<file path="src/core/spi_host_pkg.sv">
// spi_host_pkg: constants and types of the reader's serial host port.
// assumes: shared by the port top and its input synchroniser; no clock of its own.
package spi_host_pkg;

   // ------------------------------------------------------------
   // synchroniser layout {select_low, sclk, mosi}
   // ------------------------------------------------------------
   localparam int SYNC_W = 3;
   localparam logic [2:0] SYNC_RESET = 3'h4;   // select reads idle-high at reset
   localparam int SYNC_SEL = 2;
   localparam int SYNC_SCLK = 1;
   localparam int SYNC_MOSI = 0;

   // ------------------------------------------------------------
   // byte framing and operation field of the first byte
   // ------------------------------------------------------------
   localparam logic [2:0] BIT_LAST = 3'h7;
   localparam logic [1:0] OP_WRITE = 2'h0;
   localparam logic [1:0] OP_READ = 2'h1;
   localparam logic [1:0] OP_CMD = 2'h2;
   localparam logic [1:0] OP_RESERVED = 2'h3;
   localparam logic [5:0] ADDR_RESET = 6'h00;
   localparam logic [5:0] ADDR_STEP = 6'h01;

   // ------------------------------------------------------------
   // direct commands
   // ------------------------------------------------------------
   // one bit per command id (low six bits of the code), set = supported
   localparam logic [63:0] CMD_SUPPORTED = 64'h0000_0ffc_bfc7_07bb;
   localparam logic [7:0] CMD_SOFT_INIT = 8'h83;
   localparam logic [7:0] CMD_AD_CONV = 8'h87;
   localparam logic [7:0] CMD_RX_CAL = 8'h88;
   localparam logic [7:0] CMD_QUERY = 8'h98;
   localparam logic [7:0] CMD_AUTO_SUPPLY = 8'ha2;
   localparam logic [7:0] CMD_AUTO_OSC = 8'ha4;
   localparam logic [7:0] CMD_RESET = 8'h80;

   // ------------------------------------------------------------
   // host clock output: ref_clk divided by twice this half period
   // ------------------------------------------------------------
   localparam logic [3:0] HOST_CLK_HALF = 4'h2;

   typedef enum logic [1:0] {PH_OP, PH_WRITE, PH_READ, PH_IGNORE} phase_t;

endpackage

</file>
<file path="src/core/link_sync.sv">
// link_sync: two-flop synchronisers for the serial pins.
// assumes: pins are asynchronous to ref_clk; nothing reads stage one but stage two.
`timescale 1ns/10ps
module link_sync (
   input wire logic ref_clk,
   input wire logic srst,
   input wire logic [spi_host_pkg::SYNC_W-1:0] din,
   output logic [spi_host_pkg::SYNC_W-1:0] dout
);
   import spi_host_pkg::*;

   typedef struct packed {
      logic [SYNC_W-1:0] s1;
      logic [SYNC_W-1:0] s2;
   } sync_t;

   sync_t q;
   sync_t next_q;

   // shift the pins through both stages
   always_comb begin
      next_q.s1 = din;
      next_q.s2 = q.s1;
   end

   always_ff @(posedge ref_clk) begin
      if (srst) begin
         q <= '{s1: SYNC_RESET, s2: SYNC_RESET};
      end else begin
         q <= next_q;
      end
   end

   assign dout = q.s2;
endmodule

</file>
<file path="src/core/reader_spi_host_port.sv">
// reader_spi_host_port: serial host port of the reader, pin side to register side.
// assumes: register file decodes reg_addr combinationally into exists, writable
// and rdata; long commands report their end on cmd_done; ref_clk is 200 MHz.
//
// How it works
// - port acts only while select is low; host keeps select high otherwise
// - each input bit is captured at a falling serial clock edge
// - whole bytes only, most significant bit first both ways
// - top two bits of the first byte: write, read, command, reserved
// - low six bits hold register address or command id, bit 5 highest
// - address steps by one after every data byte of a burst
// - a data byte cut short by select rising is dropped unwritten
// - writes to missing or read-only registers have no effect
// - read bits leave on rising serial clock, host samples on falling
// - reads of missing registers return all zero bytes
// - output line is driven only while read data shifts out
// - pull-down on idle output line when both pull-down bits are set
// - commands are single bytes; query parameters arrive as buffer writes
// - a command starts at the last falling edge of its byte
// - a finished command raises the interrupt request
// - conversion, calibration, supply and oscillator commands run long
// - only the supported command codes from 80h to abh are decoded
// - interrupt request and host clock outputs are driven
// - soft init restores defaults and aborts running functions
// - an immediate command may be followed by read or write in one frame
`timescale 1ns/10ps
module reader_spi_host_port (
   input wire logic ref_clk,
   input wire logic srst,
   input wire logic serial_select_low,
   input wire logic sclk,
   input wire logic mosi,
   output logic miso_out,
   output logic miso_oe,
   output logic miso_pd_en,
   input wire logic out_line_pulldown_a,
   input wire logic out_line_pulldown_b,
   output logic [5:0] reg_addr,
   output logic [7:0] reg_wdata,
   output logic reg_wr,
   output logic reg_rd,
   input wire logic [7:0] reg_rdata,
   input wire logic reg_exists,
   input wire logic reg_writable,
   output logic [7:0] cmd_code,
   output logic cmd_start,
   output logic cmd_long,
   output logic soft_init,
   input wire logic cmd_done,
   input wire logic irq_ack,
   output logic irq,
   output logic host_clock_out
);
   import spi_host_pkg::*;

   // ------------------------------------------------------------
   // state
   // ------------------------------------------------------------
   typedef struct packed {
      phase_t phase;
      logic [2:0] bit_cnt;
      logic [7:0] shift;
      logic [7:0] tx;
      logic step;
      logic sclk_prev;
      logic miso_out;
      logic miso_oe;
      logic pd_en;
      logic [5:0] reg_addr;
      logic [7:0] reg_wdata;
      logic reg_wr;
      logic reg_rd;
      logic [7:0] cmd_code;
      logic cmd_start;
      logic cmd_long;
      logic soft_init;
      logic busy;
      logic irq;
      logic [3:0] div_cnt;
      logic host_clk;
   } state_t;

   state_t q;
   state_t next_q;

   logic [SYNC_W-1:0] pins_s;
   logic selected;
   logic sclk_s;
   logic mosi_s;
   logic fall;
   logic rise;
   logic byte_end;
   logic [7:0] byte_in;
   logic cmd_ok;
   logic cmd_is_long;

   // pins cross into ref_clk through two flops
   link_sync u_sync (
      .ref_clk(ref_clk),
      .srst(srst),
      .din({serial_select_low, sclk, mosi}),
      .dout(pins_s)
   );

   // ------------------------------------------------------------
   // edge finding and byte decode helpers
   // ------------------------------------------------------------
   assign selected = ~pins_s[SYNC_SEL];
   assign sclk_s = pins_s[SYNC_SCLK];
   assign mosi_s = pins_s[SYNC_MOSI];
   assign fall = q.sclk_prev & ~sclk_s;
   assign rise = ~q.sclk_prev & sclk_s;
   assign byte_end = selected & fall & (q.bit_cnt == BIT_LAST);
   assign byte_in = {q.shift[6:0], mosi_s};
   assign cmd_ok = CMD_SUPPORTED[byte_in[5:0]];
   assign cmd_is_long = ({OP_CMD, byte_in[5:0]} == CMD_AD_CONV) ||
                        ({OP_CMD, byte_in[5:0]} == CMD_RX_CAL) ||
                        ({OP_CMD, byte_in[5:0]} == CMD_AUTO_SUPPLY) ||
                        ({OP_CMD, byte_in[5:0]} == CMD_AUTO_OSC);

   // ------------------------------------------------------------
   // next state
   // ------------------------------------------------------------
   always_comb begin
      next_q = q;
      next_q.reg_wr = 1'b0;
      next_q.reg_rd = 1'b0;
      next_q.cmd_start = 1'b0;
      next_q.soft_init = 1'b0;
      next_q.step = 1'b0;
      next_q.sclk_prev = sclk_s;

      // host clock divider
      if (q.div_cnt == HOST_CLK_HALF - 4'h1) begin
         next_q.div_cnt = 4'h0;
         next_q.host_clk = ~q.host_clk;
      end else begin
         next_q.div_cnt = q.div_cnt + 4'h1;
      end

      // long command end; software clear first so a new set wins
      if (irq_ack) begin
         next_q.irq = 1'b0;
      end
      if (cmd_done && q.busy) begin
         next_q.busy = 1'b0;
         next_q.irq = 1'b1;
      end

      // burst address advances one cycle after the byte's strobe
      if (q.step) begin
         next_q.reg_addr = q.reg_addr + ADDR_STEP;
         next_q.reg_rd = (q.phase == PH_READ);
      end

      if (!selected) begin
         // idle frame: counters cleared, line released
         next_q.phase = PH_OP;
         next_q.bit_cnt = 3'h0;
         next_q.miso_oe = 1'b0;
      end else begin
         // register data arrives with the read strobe
         if (q.reg_rd) begin
            next_q.tx = reg_exists ? reg_rdata : 8'h00;
         end
         // read bit goes out on a rising serial clock
         if (rise && q.phase == PH_READ) begin
            next_q.miso_out = q.tx[7];
            next_q.tx = {q.tx[6:0], 1'b0};
            next_q.miso_oe = 1'b1;
         end
         if (fall) begin
            next_q.shift = byte_in;
            next_q.bit_cnt = q.bit_cnt + 3'h1;
         end
         if (byte_end) begin
            unique case (q.phase)
               PH_OP: begin
                  unique case (byte_in[7:6])
                     OP_WRITE: begin
                        next_q.phase = PH_WRITE;
                        next_q.reg_addr = byte_in[5:0];
                     end
                     OP_READ: begin
                        next_q.phase = PH_READ;
                        next_q.reg_addr = byte_in[5:0];
                        next_q.reg_rd = 1'b1;
                     end
                     OP_CMD: begin
                        if (cmd_ok) begin
                           // query needs no extra bytes here: its buffer fill is a write
                           next_q.cmd_start = 1'b1;
                           next_q.cmd_code = {OP_CMD, byte_in[5:0]};
                           next_q.cmd_long = cmd_is_long;
                           if (cmd_is_long) begin
                              next_q.busy = 1'b1;
                           end else begin
                              next_q.irq = 1'b1;
                           end
                           if ({OP_CMD, byte_in[5:0]} == CMD_SOFT_INIT) begin
                              next_q.soft_init = 1'b1;
                              next_q.busy = 1'b0;
                           end
                           // stays in PH_OP so a read or write may follow
                           next_q.phase = PH_OP;
                        end else begin
                           next_q.phase = PH_IGNORE;
                        end
                     end
                     OP_RESERVED: begin
                        next_q.phase = PH_IGNORE;
                     end
                  endcase
               end
               PH_WRITE: begin
                  // only a whole byte reaches here
                  next_q.reg_wr = reg_exists & reg_writable;
                  next_q.reg_wdata = byte_in;
                  next_q.step = 1'b1;
               end
               PH_READ: begin
                  next_q.step = 1'b1;
               end
               PH_IGNORE: begin
                  next_q.phase = PH_IGNORE;
               end
            endcase
         end
      end

      // pull-down only while the line is released
      next_q.pd_en = out_line_pulldown_a & out_line_pulldown_b & ~next_q.miso_oe;
   end

   always_ff @(posedge ref_clk) begin
      if (srst) begin
         q <= '{phase: PH_OP, bit_cnt: 3'h0, shift: 8'h00, tx: 8'h00, step: 1'b0,
                sclk_prev: 1'b0, miso_out: 1'b0, miso_oe: 1'b0, pd_en: 1'b0,
                reg_addr: ADDR_RESET, reg_wdata: 8'h00, reg_wr: 1'b0, reg_rd: 1'b0,
                cmd_code: CMD_RESET, cmd_start: 1'b0, cmd_long: 1'b0, soft_init: 1'b0,
                busy: 1'b0, irq: 1'b0, div_cnt: 4'h0, host_clk: 1'b0};
      end else begin
         q <= next_q;
      end
   end

   // ------------------------------------------------------------
   // outputs, all from flops
   // ------------------------------------------------------------
   assign miso_out = q.miso_out;
   assign miso_oe = q.miso_oe;
   assign miso_pd_en = q.pd_en;
   assign reg_addr = q.reg_addr;
   assign reg_wdata = q.reg_wdata;
   assign reg_wr = q.reg_wr;
   assign reg_rd = q.reg_rd;
   assign cmd_code = q.cmd_code;
   assign cmd_start = q.cmd_start;
   assign cmd_long = q.cmd_long;
   assign soft_init = q.soft_init;
   assign irq = q.irq;
   assign host_clock_out = q.host_clk;
endmodule

</file>
<file path="config.mk">
export PLATFORM = sky130hd
export DESIGN_NAME = reader_spi_host_port
export DESIGN_NICKNAME = d
export VERILOG_FILES = /design/src/core/spi_host_pkg.sv /design/src/core/link_sync.sv /design/src/core/reader_spi_host_port.sv
export SDC_FILE = /design/constraint.sdc
export NUM_CORES = 1
export LEC_CHECK = 0
export BUFFER_PORTS_ARGS = -buffer_cell sky130_fd_sc_hd__buf_4
export CORE_ASPECT_RATIO = 0.5
export CORE_MARGIN = 2
export CORE_UTILIZATION = 35
export CTS_BUF_LIST = sky130_fd_sc_hd__clkbuf_4 sky130_fd_sc_hd__clkbuf_8 sky130_fd_sc_hd__clkbuf_16
export DETAILED_ROUTE_END_ITERATION = 16
export GPL_TIMING_DRIVEN = 0
export SETUP_SLACK_MARGIN = 0.4
export SLEW_MARGIN = 20
export SYNTH_ARGS = -nofsm -noshare
export SYNTH_HDL_FRONTEND = slang
export SYNTH_SLANG_ARGS = --single-unit
</file>
<file path="constraint.sdc">
create_clock -name ref_clk -period 2.2 [get_ports ref_clk]
set_input_delay 0.33 -clock ref_clk [delete_from_list [all_inputs] [get_ports ref_clk]]
set_output_delay 0.33 -clock ref_clk [all_outputs]
set_load 0.005 [all_outputs]
</file>
==> metrics, run 1 <==
outcome=finished, final reports clean; Yosys reg bits=63; Mapped Cells=323; Fin Setup TNS=0 ns; worst skew pair latency=0.33 ns; GRT Util Overall=15.8%; CTS tree=built; count of hold-fix buffers inserted at cts=0; WL final=6760 µm; crit path kind=reg2reg; DRC viols=0; initial core utilization=35.9%; Sw Share=20.4%; peak supply drop=0.341 mV; global-route wire length before repair=10900 µm; Pins Over Slew Limit=0; async set-reset flop share out of synthesis=0%; # setup viols final=0; YS warnings=0; WHS Path Cells=2; Worst Min Path Start=serial_select_low; sequential cell area fraction in the yosys report=44.2%; Critical Path AT=2.07 ns; num rows=23; TritonRoute pass-1 iters=4; fin crit share=82.6%; DRC violation total after the first TritonRoute iteration=116; worst min-delay path class=in2reg; WP data required=2.46 ns; Num CTS Buffers=9; Reg2Reg Setup Slack=0.38 ns; die area=8930 µm²; clock sinks=63; Max-Cap Viols=0; Hold Path End=u_sync.next_q[2]; critical path startpoint category=flip-flop; chip height=67.8 µm; FF-to-FF Start=byte_in[1]; register area=1270 µm²; r2r endpoint=irq; Pleak=1.62 nW; remaining global-route overflow=0; Tot Pwr=2.76 mW; CTS Root Cell=clkbuf_16; CP endpoint kind=flip-flop; number of port buffers=46; vias in the first global route=2352; initial antenna violation count=0; Hold Vio Cnt, Final=0; # IOs=51; R2R cell count=6; DR vias=2462; Cell Int Power=2.20 mW; diode count=0; Net Switching=0.564 mW; # nets final=416; area occupied by multi-input gates=1410 µm²; DR WL/cell=13.4 µm; Synth Net Count=351; via/cell ratio=4.88; GPL Wtd Cong=0.777; area of placed instances=3340 µm²; Reg clk slew, reported paths=0.05 ns; Fmax achieved=550 MHz; fill cell count=795; clk_skew=0.00517 ns; area grow syn2layout=36.9%; post-DP HPWL=4770 µm; Tmin final=1.82 ns; Logic pwr share=4.1%; ratio of cells with drive above 1 in the final layout=33.8%; total number of H-tree levels=3; die width=132 µm; unrepaired setup endpoints after global routing=true; commonest non-fill, non-tap cell in the layout=buf_4; clk buf depth=2; Synth cell types=46; syn avg cell area=8.82 µm²; largest net degree at the start of global routing=12; Clock Power Share=53.5%; leading cell types in the layout, fill and taps excluded=73 x buf_4, 58 x dfxtp_1, 46 x nor2_1, 17 x nand3_1, 17 x nand2_1; count of flip-flops with a built-in enable after synthesis=0; worst-path maximum fanout=7; Slew headroom=58.8%; fin area=3900 µm²; Mapped Area=2850 µm²; CORE AREA=7940 µm²; Seq pwr share=42.5%; pin slew with the least headroom to its limit=0.618 ns; Pwr Density=708 nW/µm²; post-route ant nets=0; top_reg_cell synth=dfxtp_1
[worst max-delay path by stage]
stage               end  slack, ns  depth (start not counted)           start
6_report            irq       0.38                          6      byte_in[1]
5_1_grt        cmd_long       0.33                          7  u_sync.dout[0]
4_1_cts           q[44]       0.40                          9           q[58]
3_5_place_dp      q[45]       0.06                          9           q[58]
3_3_place_gp      q[45]       0.23                          9           q[58]
2_1_floorplan     q[44]       0.49                          9           q[58]
[cell families (layout without fill, tap and decap cells)]
| logic type | after synthesis | in the layout | synth area share, % |
|---|---|---|---|
| muxes | 17 | 17 | 6.01 |
| adders and majority gates | 9 | 9 | 3.95 |
| buffers and inverters | 51 | 121 | 10.1 |
| other | 2 | 2 | 0.263 |
| xor gates and xnor gates | 8 | 8 | 2.46 |
| AOI/OAI and AO/OA | 53 | 53 | 12.4 |
| and+or+nand+nor | 120 | 120 | 20.5 |
| DFF | 63 | 63 | 44.2 |
[synth_stat cells, types with 2 or more instances]
master / count / area share [%]
dfxtp_1: 63 / 44
xor2_1: 4 / 1.2
mux2i_1: 16 / 5.6
o31ai_1: 2 / 0.53
nand3b_1: 2 / 0.53
a211oi_1: 6 / 1.6
nor3b_1: 2 / 0.53
conb_1: 2 / 0.26
nand2_1: 19 / 2.5
a311oi_1: 7 / 2.2
buf_2: 9 / 1.6
buf_4: 23 / 6.1
o21ai_0: 12 / 2.1
nand3_1: 17 / 3.0
nor2_1: 47 / 6.2
clkbuf_1: 12 / 1.6
nand2b_1: 3 / 0.66
and2_1: 2 / 0.44
nand4_1: 4 / 0.88
a21oi_1: 16 / 2.8
nor3_1: 5 / 0.88
inv_1: 7 / 0.92
or2_2: 3 / 0.66
and3b_1: 2 / 0.61
xnor2_1: 4 / 1.2
ha_1: 9 / 4.0
nor2b_1: 6 / 1.3
[worst max-delay path: stages, from the launching register on]
cell      delay [ns]
dfxtp_4         0.37
buf_8           0.11
nand3b_1        0.14
o31ai_4         0.09
o32a_1          0.40
or4_4           0.50
a21oi_2         0.13
[cell type report]
class / count / share of cell area [%]
plain buffers: 44 / 8.31
clock buffers: 9 / 5.77
clock inverters: 7 / 2.25
inverters: 7 / 0.674
multi-input cells: 209 / 36.1
flip-flops and latches: 63 / 32.6
well taps: 112 / 3.59
repair buffers: 54 / 10.7
[state kept, by name (all words and copies together), names as in the netlist, 3 cells and up]
register / cells
byte_in: 7
cmd_code: 6
q: 20
reg_addr: 6
reg_wdata: 8
u_sync.dout: 3
u_sync.next_q: 3
[per-layer routing]
| metal | global-route usage (%) | part of all wire (%) | up-vias |
|---|---|---|---|
| met5 | 0 | 0 | - |
| met4 | 6.79 | 1.9 | 0 |
| met3 | 5.19 | 5.2 | 12 |
| met2 | 27.5 | 47 | 49 |
| met1 | 18.4 | 46 | 1179 |
| li1 | - | - | 1222 |
[power groups by stage]
stage	Combinational, mW	Sequential [mW]	Clock (mW)
3_3_place_gp	0.102	1.20	0
3_5_place_dp	0.104	1.20	0
4_1_cts	0.106	1.17	1.51
2_1_floorplan	0.0589	1.20	0
5_1_grt	0.125	1.17	1.55
6_report	0.112	1.17	1.48
[repair_timing]
| action | 4_1_cts | 5_1_grt |
|---|---|---|
| resized for setup | 22 | 38 |
| gates cloned | 0 | 1 |
| buffers inserted | 1 | 6 |
| setup endpoints to repair | 18 | 25 |
| pin swaps | 2 | 7 |
[metrics by stage]
stage,cells,utilization [%],setup WS [ns],hold WS (ns)
floorplan,323,-,0.490,0.389
global placement,481,42.0,0.226,0.392
detailed placement,481,42.0,0.0630,0.411
CTS,498,47.0,0.403,0.173
global route,505,49.1,0.333,0.183
finish,505,49.1,0.383,0.182
(Power assumes the default switching activity.)
==> inputs of run 2 (changes only) <==
--- a/config.mk
+++ b/config.mk
@@ -5,6 +5,7 @@
 export SDC_FILE = /design/constraint.sdc
 export NUM_CORES = 1
 export LEC_CHECK = 0
+export ABC_AREA = 1
 export BUFFER_PORTS_ARGS = -buffer_cell sky130_fd_sc_hd__buf_4
 export CORE_ASPECT_RATIO = 0.5
 export CORE_MARGIN = 2
==> constraint.sdc (replaced) <==
create_clock -name ref_clk -period 1.9 [get_ports ref_clk]
set_input_delay 0.285 -clock ref_clk [delete_from_list [all_inputs] [get_ports ref_clk]]
set_output_delay 0.285 -clock ref_clk [all_outputs]
set_load 0.005 [all_outputs]
==> run 2 against run 1 <==
Net effect:
- synthesized cell count rose by 18%
- final cell count grew 13%
- clock power up 14%
- sequential share of layout area is 1.4 points lower
- die area increased by 5.2%
- largest power group unchanged
- wire length fell by 2.5%
- non-clock buffer count shrank 1
- critical endpoint is now reg_addr[1]
- clock-buffer cell count rose by 4
- total power is 16% higher
==> metrics, run 2 <==
vias in the first global route=2273; FF-to-FF Start=q[56]; remaining global-route overflow=0; CTS tree=built; Num CTS Buffers=9; diode count=0; critical path startpoint category=flip-flop; initial core utilization=36.8%; Hold Vio Cnt, Final=0; Final Non-Filler Cells=570; fin crit share=77.8%; global-route wire length before repair=10500 µm; DR WL met3=280 µm; Cells after DPL=540; # nets final=481; Fmax achieved=677 MHz; WL final=6590 µm; num rows=23; r2r endpoint=reg_addr[1]; CORE AREA=8170 µm²; async set-reset flop share out of synthesis=0%; Worst Min Path Start=serial_select_low; Reg2Reg Setup Slack=0.42 ns; Reg clk slew, reported paths=0.05 ns; Pins Over Slew Limit=0; Max Used Layer=met4; via/cell ratio=4.56; R2R cell count=9; top cell type's share of synthesized area=42.0%; GRT Util Overall=14.2%; Pleak=1.80 nW; post-route ant nets=0; die area=9390 µm²; # setup viols final=0; Slew headroom=61.8%; YS warnings=0; Critical Path AT=1.73 ns; Synth Net Count=409; WHS Path Cells=2; clock sinks=63; TritonRoute pass-1 iters=4; Max-Cap Viols=0; Mapped Area=3010 µm²; outcome=finished, final reports clean; initial antenna violation count=0; pin slew with the least headroom to its limit=0.574 ns; worst min-delay path class=in2reg; sequential cell area fraction in the yosys report=42.0%; clk buf depth=2; Hold Path End=u_sync.next_q[2]; M1 WL=3340 µm; count of hold-fix buffers inserted at cts=0; # IOs=51; DR WL/cell=11.6 µm; unrepaired setup endpoints after global routing=true; CP endpoint kind=flip-flop; Mapped Cells=381; post-DP HPWL=4590 µm; GPL Wtd Cong=0.825; WP data required=2.15 ns; fin area=4080 µm²; chip height=69.5 µm; crit path kind=reg2reg; area of placed instances=3500 µm²; Commonest cells post-synth=63 x dfxtp_1, 51 x nand2_1, 41 x nor2_1; area grow syn2layout=35.9%; ratio of cells with drive above 1 in the final layout=37.8%; worst-path maximum fanout=3; die width=135 µm; total number of H-tree levels=3; number of port buffers=47; syn avg cell area=7.89 µm²; worst skew pair latency=0.32 ns; met2 routed wirelength=2920 µm; Fin Setup TNS=0 ns; Pwr Density=781 nW/µm²; Most flops, register=q; DRC violation total after the first TritonRoute iteration=95; DRC viols=0; area leader, netlist=dfxtp_1; top_reg_cell synth=dfxtp_1; Yosys reg bits=63; largest cells by area after synthesis=dfxtp_1 42%, buf_4 6.5%, nand2_1 6.4%, nand3_1 5.3%, nor2_1 5.1%; max reg flops=20; Synth cell types=36; largest net degree at the start of global routing=11; commonest non-fill, non-tap cell in the layout=buf_4; DR vias=2599; peak supply drop=0.377 mV; count leader, synth=dfxtp_1; clk_skew=0.00907 ns; count of flip-flops with a built-in enable after synthesis=0; leading cell types in the layout, fill and taps excluded=79 x buf_4, 55 x dfxtp_1, 47 x nand2_1, 37 x nor2_1, 32 x nand3_1; Tmin final=1.48 ns; CTS Root Cell=clkbuf_16
[run 2: cell count changes after synthesis, sizes merged, moves of 5 or more]
cell | previous run | this run
nor2 | 47 | 53
o21ai | 12 | 28
a211oi | 6 | 0
nand3 | 17 | 37
clkbuf | 12 | 7
a311oi | 7 | 0
nor2b | 6 | 0
nand2 | 19 | 60
a31oi | 1 | 7
inv | 7 | 38
a21oi | 16 | 30
mux2i | 16 | 0
[run 2: per-stage QoR]
stage | hold slack [ns] | worst slack, ns | total power [mW] | utilization, %
after floorplan | 0.388 | 0.520 | 1.47 | -
after global placement | 0.395 | 0.290 | 1.53 | 42.8
after detailed placement | 0.396 | 0.272 | 1.53 | 42.8
after CTS | 0.144 | 0.387 | 3.22 | 47.2
after global routing | 0.145 | 0.335 | 3.32 | 50.0
final | 0.155 | 0.422 | 3.19 | 50.0
[run 2: worst max-delay path, stage by stage, from the launching register on]
cell and delay (ns):
dfxtp_2 0.35, ha_4 0.14, ha_4 0.13, inv_4 0.04
nor2_4 0.11, nand2_4 0.12, nor2_4 0.18, buf_6 0.12
o21ai_0 0.06, a21oi_1 0.14
[run 2: power by group]
part	switching, mW	internal, mW	leakage (nW)
clock	0.550	1.13	0.159
combinational	0.0785	0.0712	1.13
sequential	0.0167	1.34	0.514
[run 2: cell families after synthesis]
family,after synthesis,share of synthesized area (%)
buffers and inverters,75,13.6
AO/OA/AOI/OAI,67,11.9
AND/OR/NAND/NOR,158,26.5
other,2,0.250
adder cells (fa/ha/maj),9,3.75
flip-flops,63,42.0
XOR/XNOR,7,2.04
[run 2: repair_timing]
item / in CTS / in global routing
gates resized for setup: 7 / 47
gates cloned: 0 / 2
buffers inserted: 4 / 8
endpoints found under the setup margin: 15 / 32
pin swaps: 1 / 16
[run 2: final cells by class]
type,count,area (µm²)
fill,825,4090
multi-input combinational,244,1430
sequential,63,1270
inverter,38,165
buffer,37,284
timing repair buffer,60,475
clock inverter,3,40.0
tap,112,140
clock buffer,13,274
[run 2: how the worst max path moves through the flow]
stage	startpoint	end	slack (ns)	depth (start not counted)
finish	q[56]	reg_addr[1]	0.42	9
global route	q[56]	reg_addr[1]	0.33	9
CTS	q[55]	reg_addr[1]	0.39	9
detailed placement	q[58]	q[39]	0.27	9
global placement	q[58]	q[45]	0.29	9
floorplan	q[55]	q[58]	0.52	10
[run 2: routing by layer]
layer  global-route usage (%)  vias up
met4                     5.90        0
met1                     19.2     1181
li1                         -     1366
met5                        0        -
met3                     4.24        4
met2                     21.0       48
